--- src/hdl/ssr_pkg.sv ---
/*
 * ssr_pkg: register map, field layout, reset values and state record of
 * the synchronous serial port register block.
 * assumes: one 25 MHz clock that also clocks the serial prescaler.
 */
`default_nettype none
package ssr_pkg;

    // instance decode bases, offsets identical in both instances
    localparam logic [31:0] BASE_PORT0 = 32'h4004_0000;
    localparam logic [31:0] BASE_PORT1 = 32'h4005_8000;
    localparam int          PAGE_LSB   = 12;

    localparam logic [11:0] OFS_FRAME_RATE = 12'h000;
    localparam logic [11:0] OFS_MODE       = 12'h004;
    localparam logic [11:0] OFS_DATA       = 12'h008;
    localparam logic [11:0] OFS_STATUS     = 12'h00c;
    localparam logic [11:0] OFS_PRESCALE   = 12'h010;
    localparam logic [11:0] OFS_IRQ_MASK   = 12'h014;
    localparam logic [11:0] OFS_IRQ_RAW    = 12'h018;
    localparam logic [11:0] OFS_IRQ_MSK_ST = 12'h01c;
    localparam logic [11:0] OFS_IRQ_CLEAR  = 12'h020;

    // frame_and_rate_control fields
    localparam int LEN_LSB  = 0;
    localparam int LEN_MSB  = 3;
    localparam int TYPE_LSB = 4;
    localparam int TYPE_MSB = 5;
    localparam int POL_BIT  = 6;
    localparam int PHA_BIT  = 7;
    localparam int RATE_LSB = 8;
    localparam int RATE_MSB = 15;
    localparam int CR0_W    = 16;

    localparam logic [1:0] TYPE_SPI  = 2'h0;
    localparam logic [1:0] TYPE_SYNC = 2'h1;
    localparam logic [1:0] TYPE_WIRE = 2'h2;

    // mode_control fields
    localparam int LOOP_BIT   = 0;
    localparam int ENABLE_BIT = 1;
    localparam int SLAVE_BIT  = 2;
    localparam int SOD_BIT    = 3;
    localparam int CR1_W      = 4;

    // interrupt bits, shared by mask, raw, masked and clear registers
    localparam int         IRQ_OVERRUN = 0;
    localparam int         IRQ_RX_HALF = 2;
    localparam int         IRQ_TX_HALF = 3;
    localparam int         IRQ_W       = 4;
    localparam logic [3:0] RAW_RST     = 4'h8;

    // port_status bits
    localparam int         ST_TX_EMPTY  = 0;
    localparam int         ST_TX_ROOM   = 1;
    localparam int         ST_RX_AVAIL  = 2;
    localparam int         ST_RX_FULL   = 3;
    localparam int         ST_BUSY      = 4;
    localparam int         STATUS_W     = 5;
    localparam logic [4:0] STATUS_RST   = 5'h03;

    localparam int         PRESCALE_W   = 8;
    localparam int         WORD_W       = 16;
    localparam int         DEPTH        = 8;
    localparam int         PTR_W        = 3;
    localparam int         CNT_W        = 4;
    localparam logic [3:0] CNT_FULL     = 4'h8;
    localparam logic [3:0] CNT_HALF     = 4'h4;
    localparam logic [3:0] LEN_TOP      = 4'hf;

    typedef enum logic [2:0] {
        ST_IDLE  = 3'b001,
        ST_SHIFT = 3'b010,
        ST_GAP   = 3'b100
    } ssr_phase_e;

    typedef struct packed {
        logic sck;
        logic sck_oe;
        logic sel;
        logic sel_oe;
        logic mosi;
        logic mosi_oe;
    } ssr_pins_s;

    typedef struct packed {
        logic [CR0_W-1:0]                 cr0;
        logic [CR1_W-1:0]                 cr1;
        logic [PRESCALE_W-1:0]            cps;
        logic [IRQ_W-1:0]                 mask;
        logic [IRQ_W-1:0]                 raw;
        logic [DEPTH-1:0][WORD_W-1:0]     txq;
        logic [PTR_W-1:0]                 tx_wp;
        logic [PTR_W-1:0]                 tx_rp;
        logic [CNT_W-1:0]                 tx_cnt;
        logic [DEPTH-1:0][WORD_W-1:0]     rxq;
        logic [PTR_W-1:0]                 rx_wp;
        logic [PTR_W-1:0]                 rx_rp;
        logic [CNT_W-1:0]                 rx_cnt;
        ssr_phase_e                       phase;
        logic [6:0]                       pre;
        logic [7:0]                       rate;
        logic [4:0]                       half;
        logic [WORD_W-1:0]                tsh;
        logic [WORD_W-1:0]                rsh;
        logic [31:0]                      rdata;
        logic                             irq;
        ssr_pins_s                        pins;
    } ssr_state_s;

    localparam ssr_state_s STATE_RST = '{
        raw:   RAW_RST,
        phase: ST_IDLE,
        pins:  '{sel: 1'b1, default: 1'b0},
        default: '0
    };

endpackage
`default_nettype wire

--- src/hdl/ssr_sync_serial_port.sv ---
/*
 * ssr_sync_serial_port: register block, fifos and master frame engine of
 * a synchronous serial port.
 * assumes: clk is the separately enabled port peripheral clock; register
 * strobes are one cycle and synchronous; bus pins resolved outside.
 */
// Decided for this implementation: the strobed register port.
// What this block does
// - peripheral clock drives the serial prescaler
// - decode at one of two bases
// - offset 0x000 holds rate, type, length
// - offset 0x004 holds master/slave and modes
// - data write pushes tx, read pops rx
// - offset 0x014 sets, clears each mask bit
// - raw status read-only, resets to 0x8
// - masked status read-only, resets to zero
// - clear register clears written interrupt bits
// - frame length is length field plus one
// - reset values cover implemented bits only
// - bit rate from prescale and divider
// - frame type selects spi, sync, wire
// - spi idle clock level from polarity bit
// - spi capture edge from phase bit
`timescale 1ns/1ps
`default_nettype none
module ssr_sync_serial_port
    import ssr_pkg::*;
#(
    parameter logic PORT_SEL = 1'b0
) (
    input  wire logic        clk,
    input  wire logic        rstn,
    input  wire logic [31:0] addr,
    input  wire logic [31:0] wdata,
    input  wire logic        wr,
    input  wire logic        rd,
    output logic      [31:0] rdata,
    input  wire logic        miso_i,
    output ssr_pins_s        pins,
    output logic             irq
);

    localparam logic [31:0] BASE = PORT_SEL ? BASE_PORT1 : BASE_PORT0;

    ssr_state_s st_ff;
    ssr_state_s nxt_st;

    function automatic logic hit(input logic [31:0] a,
                                 input logic [11:0] ofs);
        hit = (a[31:PAGE_LSB] == BASE[31:PAGE_LSB])
              && (a[PAGE_LSB-1:0] == ofs);
    endfunction

    logic [3:0]        len_code;
    logic [1:0]        ftype;
    logic              is_spi;
    logic              pol;
    logic              pha;
    logic [7:0]        rate_max;
    logic [6:0]        pre_max;
    logic              tick;
    logic              lead;
    logic              sample_now;
    logic              rx_bit;
    logic [WORD_W-1:0] len_mask;
    logic              idle_sel;
    logic              engine_on;

    always_comb begin
        len_code  = st_ff.cr0[LEN_MSB:LEN_LSB];
        ftype     = st_ff.cr0[TYPE_MSB:TYPE_LSB];
        is_spi    = (ftype == TYPE_SPI);
        pol       = is_spi & st_ff.cr0[POL_BIT];
        pha       = is_spi & st_ff.cr0[PHA_BIT];
        rate_max  = st_ff.cr0[RATE_MSB:RATE_LSB];
        // an odd or tiny prescale still yields a usable half-bit period
        pre_max   = (st_ff.cps < 8'h02) ? 7'h00
                                        : (st_ff.cps[7:1] - 7'h01);
        tick      = (st_ff.pre == pre_max) && (st_ff.rate == rate_max);
        lead      = ~st_ff.half[0];
        sample_now = lead ? ~pha : pha;
        rx_bit    = st_ff.cr1[LOOP_BIT] ? st_ff.pins.mosi : miso_i;
        len_mask  = 16'hffff >> (LEN_TOP - len_code);
        idle_sel  = (ftype != TYPE_SYNC);
        engine_on = st_ff.cr1[ENABLE_BIT] & ~st_ff.cr1[SLAVE_BIT];
    end

    logic              tx_push;
    logic              tx_pop;
    logic              rx_push;
    logic              rx_pop;
    logic              ovr_ev;
    logic [WORD_W-1:0] rx_word;
    logic [WORD_W-1:0] tx_word;
    logic [IRQ_W-1:0]  set_ev;
    logic [IRQ_W-1:0]  clr_bits;
    logic [STATUS_W-1:0] status;

    always_comb begin
        nxt_st   = st_ff;
        nxt_st.rdata = '0;
        tx_push  = 1'b0;
        tx_pop   = 1'b0;
        rx_push  = 1'b0;
        rx_pop   = 1'b0;
        ovr_ev   = 1'b0;
        rx_word  = '0;
        tx_word  = st_ff.txq[st_ff.tx_rp];
        clr_bits = '0;
        status   = '0;
        status[ST_TX_EMPTY] = (st_ff.tx_cnt == '0);
        status[ST_TX_ROOM]  = (st_ff.tx_cnt != CNT_FULL);
        status[ST_RX_AVAIL] = (st_ff.rx_cnt != '0);
        status[ST_RX_FULL]  = (st_ff.rx_cnt == CNT_FULL);
        status[ST_BUSY]     = (st_ff.phase != ST_IDLE);

        // register writes
        if (wr) begin
            if (hit(addr, OFS_FRAME_RATE)) begin
                nxt_st.cr0 = wdata[CR0_W-1:0];
            end
            if (hit(addr, OFS_MODE)) begin
                nxt_st.cr1[LOOP_BIT]   = wdata[LOOP_BIT];
                nxt_st.cr1[ENABLE_BIT] = wdata[ENABLE_BIT];
                nxt_st.cr1[SOD_BIT]    = wdata[SOD_BIT];
                // role may only change while the port is disabled
                if (!st_ff.cr1[ENABLE_BIT]) begin
                    nxt_st.cr1[SLAVE_BIT] = wdata[SLAVE_BIT];
                end
            end
            if (hit(addr, OFS_DATA) && st_ff.tx_cnt != CNT_FULL) begin
                tx_push = 1'b1;
            end
            if (hit(addr, OFS_PRESCALE)) begin
                nxt_st.cps = {wdata[7:1], 1'b0};
            end
            if (hit(addr, OFS_IRQ_MASK)) begin
                nxt_st.mask = wdata[IRQ_W-1:0];
            end
            if (hit(addr, OFS_IRQ_CLEAR)) begin
                clr_bits = wdata[IRQ_W-1:0];
            end
        end

        // register reads; data stands only in the following cycle
        if (rd) begin
            if (hit(addr, OFS_FRAME_RATE)) begin
                nxt_st.rdata = {16'h0000, st_ff.cr0};
            end
            if (hit(addr, OFS_MODE)) begin
                nxt_st.rdata = {28'h0000000, st_ff.cr1};
            end
            if (hit(addr, OFS_DATA) && st_ff.rx_cnt != '0) begin
                rx_pop = 1'b1;
                nxt_st.rdata = {16'h0000, st_ff.rxq[st_ff.rx_rp]};
            end
            if (hit(addr, OFS_STATUS)) begin
                nxt_st.rdata = {27'h0000000, status};
            end
            if (hit(addr, OFS_PRESCALE)) begin
                nxt_st.rdata = {24'h000000, st_ff.cps};
            end
            if (hit(addr, OFS_IRQ_MASK)) begin
                nxt_st.rdata = {28'h0000000, st_ff.mask};
            end
            if (hit(addr, OFS_IRQ_RAW)) begin
                nxt_st.rdata = {28'h0000000, st_ff.raw};
            end
            if (hit(addr, OFS_IRQ_MSK_ST)) begin
                nxt_st.rdata = {28'h0000000,
                                st_ff.raw & st_ff.mask};
            end
        end

        // half-bit timebase, counts only while the engine is out of idle (shift and gap)
        if (st_ff.phase == ST_IDLE) begin
            nxt_st.pre  = '0;
            nxt_st.rate = '0;
        end else if (tick) begin
            nxt_st.pre  = '0;
            nxt_st.rate = '0;
        end else if (st_ff.pre == pre_max) begin
            nxt_st.pre  = '0;
            nxt_st.rate = st_ff.rate + 8'h01;
        end else begin
            nxt_st.pre  = st_ff.pre + 7'h01;
        end

        // frame engine (master role)
        unique case (st_ff.phase)
            ST_IDLE: begin
                nxt_st.pins.sck = pol;
                nxt_st.pins.sel = idle_sel;
                if (engine_on && st_ff.tx_cnt != '0) begin
                    tx_pop          = 1'b1;
                    nxt_st.phase    = ST_SHIFT;
                    nxt_st.half     = '0;
                    nxt_st.rsh      = '0;
                    nxt_st.pins.sel = ~idle_sel;
                    nxt_st.pins.mosi = tx_word[len_code];
                    // phase 0 presents the first bit before the first edge
                    nxt_st.tsh = pha ? tx_word : (tx_word << 1);
                end
            end
            ST_SHIFT: begin
                if (tick) begin
                    nxt_st.pins.sck = ~st_ff.pins.sck;
                    nxt_st.half     = st_ff.half + 5'h01;
                    if (ftype == TYPE_SYNC && st_ff.half == 5'h00) begin
                        nxt_st.pins.sel = 1'b0;
                    end
                    if (sample_now) begin
                        nxt_st.rsh = {st_ff.rsh[WORD_W-2:0], rx_bit};
                    end else begin
                        nxt_st.pins.mosi = st_ff.tsh[len_code];
                        nxt_st.tsh       = st_ff.tsh << 1;
                    end
                    if (st_ff.half == {len_code, 1'b1}) begin
                        nxt_st.phase    = ST_GAP;
                        nxt_st.pins.sel = idle_sel;
                        rx_word = nxt_st.rsh & len_mask;
                        if (st_ff.rx_cnt == CNT_FULL) begin
                            ovr_ev = 1'b1;
                        end else begin
                            rx_push = 1'b1;
                        end
                    end
                end
            end
            ST_GAP: begin
                if (tick) begin
                    nxt_st.phase = ST_IDLE;
                end
            end
        endcase

        // fifo bookkeeping
        if (tx_push) begin
            nxt_st.txq[st_ff.tx_wp] = wdata[WORD_W-1:0];
            nxt_st.tx_wp = st_ff.tx_wp + 3'h1;
        end
        if (tx_pop) begin
            nxt_st.tx_rp = st_ff.tx_rp + 3'h1;
        end
        nxt_st.tx_cnt = st_ff.tx_cnt + {3'h0, tx_push} - {3'h0, tx_pop};
        if (rx_push) begin
            nxt_st.rxq[st_ff.rx_wp] = rx_word;
            nxt_st.rx_wp = st_ff.rx_wp + 3'h1;
        end
        if (rx_pop) begin
            nxt_st.rx_rp = st_ff.rx_rp + 3'h1;
        end
        nxt_st.rx_cnt = st_ff.rx_cnt + {3'h0, rx_push} - {3'h0, rx_pop};

        // sticky events: a set in the clearing cycle wins
        set_ev = '0;
        set_ev[IRQ_OVERRUN] = ovr_ev;
        set_ev[IRQ_RX_HALF] = (st_ff.rx_cnt >= CNT_HALF);
        set_ev[IRQ_TX_HALF] = (st_ff.tx_cnt <= CNT_HALF);
        nxt_st.raw = (st_ff.raw & ~clr_bits) | set_ev;
        nxt_st.irq = |(nxt_st.raw & nxt_st.mask);

        nxt_st.pins.sck_oe  = engine_on;
        nxt_st.pins.sel_oe  = engine_on;
        nxt_st.pins.mosi_oe = engine_on;
    end

    always_ff @(posedge clk) begin
        if (!rstn) begin
            st_ff <= STATE_RST;
        end else begin
            st_ff <= nxt_st;
        end
    end

    assign rdata = st_ff.rdata;
    assign pins  = st_ff.pins;
    assign irq   = st_ff.irq;

    // helper for checking the half-bit period
    logic [15:0] gap_ff;
    always_ff @(posedge clk) begin
        if (!rstn || st_ff.phase == ST_IDLE || tick) begin
            gap_ff <= 16'h0000;
        end else begin
            gap_ff <= gap_ff + 16'h0001;
        end
    end
endmodule // ssr_sync_serial_port
`default_nettype wire

--- config.mk ---
export PLATFORM = sky130hd
export DESIGN_NAME = ssr_sync_serial_port
export DESIGN_NICKNAME = d
export VERILOG_FILES = /design/src/hdl/ssr_pkg.sv /design/src/hdl/ssr_sync_serial_port.sv
export SDC_FILE = /design/constraint.sdc
export NUM_CORES = 1
export LEC_CHECK = 0
export ABC_AREA = 1
export BUFFER_PORTS_ARGS = -buffer_cell sky130_fd_sc_hd__clkbuf_2
export CORE_MARGIN = 10
export CORE_UTILIZATION = 55
export DETAILED_ROUTE_END_ITERATION = 8
export GPL_TIMING_DRIVEN = 0
export PLACE_DENSITY = 0.73
export REMOVE_ABC_BUFFERS = 1
export SLEW_MARGIN = 20
export SYNTH_ARGS = -nofsm -noshare
export SYNTH_HDL_FRONTEND = slang
export SYNTH_SLANG_ARGS = --single-unit
--- constraint.sdc ---
create_clock -name clk -period 9.02 [get_ports clk]
set_input_delay 0.902 -clock clk [delete_from_list [all_inputs] [get_ports clk]]
set_output_delay 0.902 -clock clk [all_outputs]
set_load 0.01 [all_outputs]
# After elaboration in Yosys (flattened, before gate mapping)
# Index checks and enable logic that the tools add are counted.
# W data, S select, Z words.
[classes]
bitwise = 16
shifts = 1
n_eq_ne = 26
n_reduce_logical = 39
muxes = 70
n_lt_le_gt_ge = 10
addsub = 13
[op_table]
columns = ["operator", "n"]
rows = [
  ["$bwmux W128", 2],
  ["$mux W16", 15],
  ["$bmux W16 S3", 2],
  ["$demux W16 S3", 2],
  ["$mux W37", 2],
  ["$pmux W37 S2", 1],
  ["$eq A12 B5 Y1 const B", 4],
  ["$mux W4", 7],
  ["$mux W1", 26],
  ["$eq A12 B4 Y1 const B", 2],
  ["$eq A20 B19 Y1 const B", 1],
  ["$and A16 B16 Y16", 1],
  ["$logic_and A1 B1 Y1", 16],
  ["$lt A3 B4 Y1 const B", 4],
  ["$mux W8", 2],
  ["$shr A16 B4 Y16 const A", 1],
  ["$add A3 B1 Y3 const B", 4],
  ["$and A4 B4 Y4", 3],
  ["$eq A12 B3 Y1 const B", 1],
  ["$eq A12 B6 Y1 const B", 1],
  ["$logic_not A12 Y1", 1],
  ["$mux W3", 4],
  ["$reduce_and A2 Y1", 5],
  ["$pmux W3 S3", 1],
  ["44 further kinds", 67],
]
[word_totals]
output_inout_bits = 39
regBits = 403
elab_cells = 218

# Depth between registers and ports, before layout
[logic_depth]
word_depth = 12
ltp_mapped = 24
depth_no_buf = 22

# Worst setup path before layout
# OpenSTA, ideal clock, no wires.
[synth_timing]
path_type = "input port to flip-flop"
startpoint = "in addr[25]"
endpoint = "reg st_ff[96] in the netlist's numbering"
required_time_ns = 8.892
cell_stages = 15
arrival_time_ns = 3.142
path_slack_ns = 5.750
setup_time_ns = 0.128
cell_sequence = "nor2_1 > and2_1 > nand3_1 > nor2_2 > nand3_2 > nor2_1 > nand2_1 > inv_1 > ha_1 > inv_1 > ha_1 > inv_1 > fa_1 > xor2_1 > nor2_1"
[synth_via]
elab_chain_len = 6
[synth_lines]
columns = ["item", "line_no", "text"]
rows = [
  ["start, declared", "ssr_sync_serial_port.sv:33", "input wire logic [31:0] addr,"],
  ["$eq A20 B19 Y1", "ssr_sync_serial_port.sv:50", "hit = (a[31:PAGE_LSB] == BASE[31:PAGE_LSB])"],
  ["$logic_and A1 B1 Y1", "ssr_sync_serial_port.sv:51", "&& (a[PAGE_LSB-1:0] == ofs);"],
  ["$logic_and A1 B1 Y1", "ssr_sync_serial_port.sv:153", "if (hit(addr, OFS_DATA) && st_ff.rx_cnt != '0) begin"],
  ["$mux W1", "ssr_sync_serial_port.sv:153", ""],
  ["$mux W1", "ssr_sync_serial_port.sv:146", "if (rd) begin"],
  ["named net rx_pop", "ssr_sync_serial_port.sv:91", "logic rx_pop;"],
  ["$sub A4 B1 Y4", "ssr_sync_serial_port.sv:253", "nxt_st.rx_cnt = st_ff.rx_cnt + {3'h0, rx_push} - {3'h0, rx_pop};"],
  ["end signal, assigned", "ssr_sync_serial_port.sv:272", "st_ff <= nxt_st;"],
  ["end, declared", "ssr_sync_serial_port.sv:45", "ssr_state_s st_ff;"],
]
# The timed path passes the listed nets, and every way through them passes these cells.
# A chain may end at the register's enable or synchronous reset.

# Worst setup path in the final report
[layout_timing]
startpoint = "reg st_ff (netlist bit len_code[3])"
endpoint = "reg st_ff[121] in the netlist's numbering"
[layout_via]
elab_chain_len = 7
elab_cells_between_ends = 11
[layout_lines]
columns = ["item", "line_no", "text"]
rows = [
  ["$sub A4 B4 Y4", "ssr_sync_serial_port.sv:83", "len_mask = 16'hffff >> (LEN_TOP - len_code);"],
  ["$shr A16 B4 Y16", "ssr_sync_serial_port.sv:83", ""],
  ["$and A16 B16 Y16", "ssr_sync_serial_port.sv:221", "rx_word = nxt_st.rsh & len_mask;"],
  ["$mux W16", "ssr_sync_serial_port.sv:218", "if (st_ff.half == {len_code, 1'b1}) begin"],
  ["$mux W16", "ssr_sync_serial_port.sv:206", "if (tick) begin"],
  ["$mux W16", "ssr_sync_serial_port.sv:190", "unique case (st_ff.phase)"],
  ["$bwmux W128", "ssr_sync_serial_port.sv:247", "nxt_st.rxq[st_ff.rx_wp] = rx_word;"],
]
# Several ways; a longest one is shown, not always the timed one.

==> run_results.csv <==
group,metric,value,unit
run_status,status,"completed",
setup_path,crit_required,9.52,ns
sta,whs,0.4494,ns
cts,cts_made_buffers,43,
power_and_ir_drop,power-per-cell-area,190.6,nW/um^2
floorplanning,start_util,55.45,%
setup_path,slowest_delay,0.77,ns
route,vias_per_cell,5.797,
sta,hold_violations,0,
cts,cts_setup_buffers,0,
global_route,grt_max_degree,137,
cts,cts_hold_buffers,0,
yosys,yosysTopAreaCell,"dfxtp_1",
yosys,avgSynthCellArea,6.736,sq um
finish,post-route-cell-area,21550,sq um
placement,place_congestion,0.8918,
finish,final_cell_mix,"nand2_1 (546), nor2_1 (464), dfxtp_1 (383)",
sta,period_needed,3.818,ns
sta,setup_tns,0,ns
setup_path,worstPathArrival,4.32,ns
setup_path,cp_max_fo,19,
yosys,ys_types,54,
route,num_vias,19470,
setup_path,path_class,"reg2reg",
yosys,yosys_warnings,0,
setup_path,path_cells,"inv_1 -> a21oi_1 -> nand2_1 -> nor3_2 -> nand2_2 -> inv_2 -> nand2_2 -> nor2_8 -> nand4_1 -> inv_2 -> nor2_1 -> nor2_1",
flow_run,drv_cap,0,
cts,path_clk_slew,0.06,ns
global_route,grt_antenna_before_repair,1,
global_route,grt_pass1_vias,18330,
floorplanning,die-height,208.9,um
cts,clk_path_buf_depth,3,
sta,rsz0062_at_grt,"no",
finish,final_nets,2958,
cts,cts_tree,"done",
global_route,grtUsageTotal,26.55,%
finish,layout-drive-gt1-share,8.489,%
placement,post_dp_cell_area,20080,sq um
sta,relSlewSlack,25.64,%
sta,setup_viol,0,
floorplanning,dieWidth,208.9,um
yosys,syn_inst,2914,
route,wl_per_cell,17.95,um
global_route,grt_pass1_wl,96.51,mm
sta,fin_skew,0.02389,ns
route,dr.pass1.iters,6,
setup_path,crit_path_start_kind,"flop",
cts,cts_root_buf,"clkbuf_16",
floorplanning,fp.dieArea,43650,sq um
finish,mostFrequentLayoutCell,"nand2_1",
global_route,gr-total-overflow,0,
sta,period_share,42.33,%
yosys,ys.flop_type,"dfxtp_1",
sta,clock.fmax,0.2619,GHz
cts,clkLatencyLatePin,0.58,ns
cts,htreeDepth,2,
finish,area_growth,9.778,%
yosys,async_reset_ff_share,0,%
placement,hpwl,39.56,mm
route,drcViolationCount,0,
sta,drv_slew,0,
yosys,synth_area_leaders,"dfxtp_1 (39%), nand2_1 (10%), nor2_1 (8.9%)",
route,drtIter0Drc,2082,
yosys,synth-edff-count,0,
power_and_ir_drop,ir_worst_vdd,162.5,uV
yosys,ys_seq_elements,387,
power_and_ir_drop,leakage,0.008801,uW
min_path,min_path_type,"reg2reg",
floorplanning,io-pin-count,108,
floorplanning,core_area,35400,sq um
finish,stdcell_count,3359,
finish,post-route-util,60.88,%
sta,worst_pin_slew,1.111,ns
yosys,ys_seq_area_share,39.47,%
route,ant_nets,0,
cts,cts_resized,0,
cts,clock-sinks,387,
setup_path,crit_path_end_kind,"flop",
yosys,synth_area,19630,sq um
finish,diodes,0,
setup_path,cp_slowest_cell,"dfxtp_1",
route,totalWireLength,60.30,mm
floorplanning,std_cell_rows,69,
yosys,yosysTopAreaCellShare,39.47,%
placement,port_buffers,75,
placement,placed_cells,3281,
-- sequential cells by signal, summed over array words and instances, names as in the netlist --
register  count
rdata        16
rate_max      8
ftype         2
st_ff       352
pins          4
len_code      4
irq           1
-- critical path: cells and delay by family (launching register included) --
family | cells | cell delay [ns]
flip-flops | 1 | 0.77
buffers and inverters | 3 | 1.20
AO/OA/AOI/OAI | 1 | 0.19
AND/OR/NAND/NOR | 8 | 1.54
-- stage by stage --
step,power (uW),setup WS [ns]
floorplan,2144,4.921
global placement,2294,0.008685
detailed placement,2314,5.046
CTS,4101,5.295
global route,4255,4.930
finish,4106,5.202
-- cells by family (layout without fill, tap and decap cells) --
kind of cell             after synthesis  after routing  share of synthesized area [%]
AO/OA/AOI/OAI                        665            665                          18.45
AND/OR/NAND/NOR                     1330           1330                          28.99
flip-flops                           387            387                          39.47
multiplexers                           3              3                         0.1657
other                                  1             16                        0.01910
buffers and inverters                483            452                          10.36
adder cells (fa/ha/maj)               24             24                          1.606
XOR/XNOR                              21             21                         0.9370
-- where the power goes --
part	switching, uW	internal, uW	total, uW
registers	32.9	1760	1800
logic	356	145	500
clock network	737	1070	1810
-- per-layer routing --
| layer | up-vias | wire length (um) | part of all wire [%] | track usage, % |
|---|---|---|---|---|
| met3 | 131 | 5481 | 9.1 | 4.548 |
| met4 | 2 | 1862 | 3.1 | 10.39 |
| met2 | 893 | 27640 | 46 | 42.76 |
| met1 | 9073 | 25290 | 42 | 34.72 |
| met5 | - | 17 | 0.028 | 0 |
| li1 | 9373 | - | - | - |
-- synth_stat cells (4+ instances only) --
| library cell | instances |
|---|---|
| a211oi_1 | 7 |
| a21oi_1 | 245 |
| a22oi_1 | 4 |
| a31oi_1 | 4 |
| buf_1 | 16 |
| buf_2 | 23 |
| buf_4 | 47 |
| clkbuf_1 | 112 |
| dfxtp_1 | 387 |
| ha_1 | 22 |
| inv_1 | 265 |
| inv_2 | 15 |
| nand2_1 | 546 |
| nand3_1 | 225 |
| nand3_2 | 15 |
| nand3b_1 | 5 |
| nand4_1 | 19 |
| nor2_1 | 468 |
| nor2_2 | 5 |
| nor2_4 | 6 |
| nor3_1 | 12 |
| nor3_2 | 5 |
| nor3b_1 | 4 |
| nor4_1 | 7 |
| o211ai_1 | 23 |
| o21a_1 | 5 |
| o21ai_0 | 291 |
| o21bai_1 | 32 |
| o221ai_1 | 9 |
| o22ai_1 | 32 |
| xnor2_1 | 7 |
| xor2_1 | 14 |
-- cell type report --
cell class / instances / area, sq um
clock inverters: 18 / 155.1
fillers: 3272 / 13850
inverters: 283 / 1067
repair buffers: 91 / 718.2
well taps: 461 / 576.8
flip-flops and latches: 387 / 7757
multi-input cells: 2059 / 9961
clock buffers: 60 / 1313
-- path summary, 6_finish.rpt --
check,startpoint,end,slack [ns],cells after the start
worst max-delay path,len_code[3],st_ff[121],5.20,12
worst min-delay path,st_ff[283],st_ff[283],0.45,2
worst max register to register,len_code[3],st_ff[121],5.20,12
worst min register to register,st_ff[283],st_ff[283],0.45,2
No activity file was read; power rests on OpenSTA's default activity.
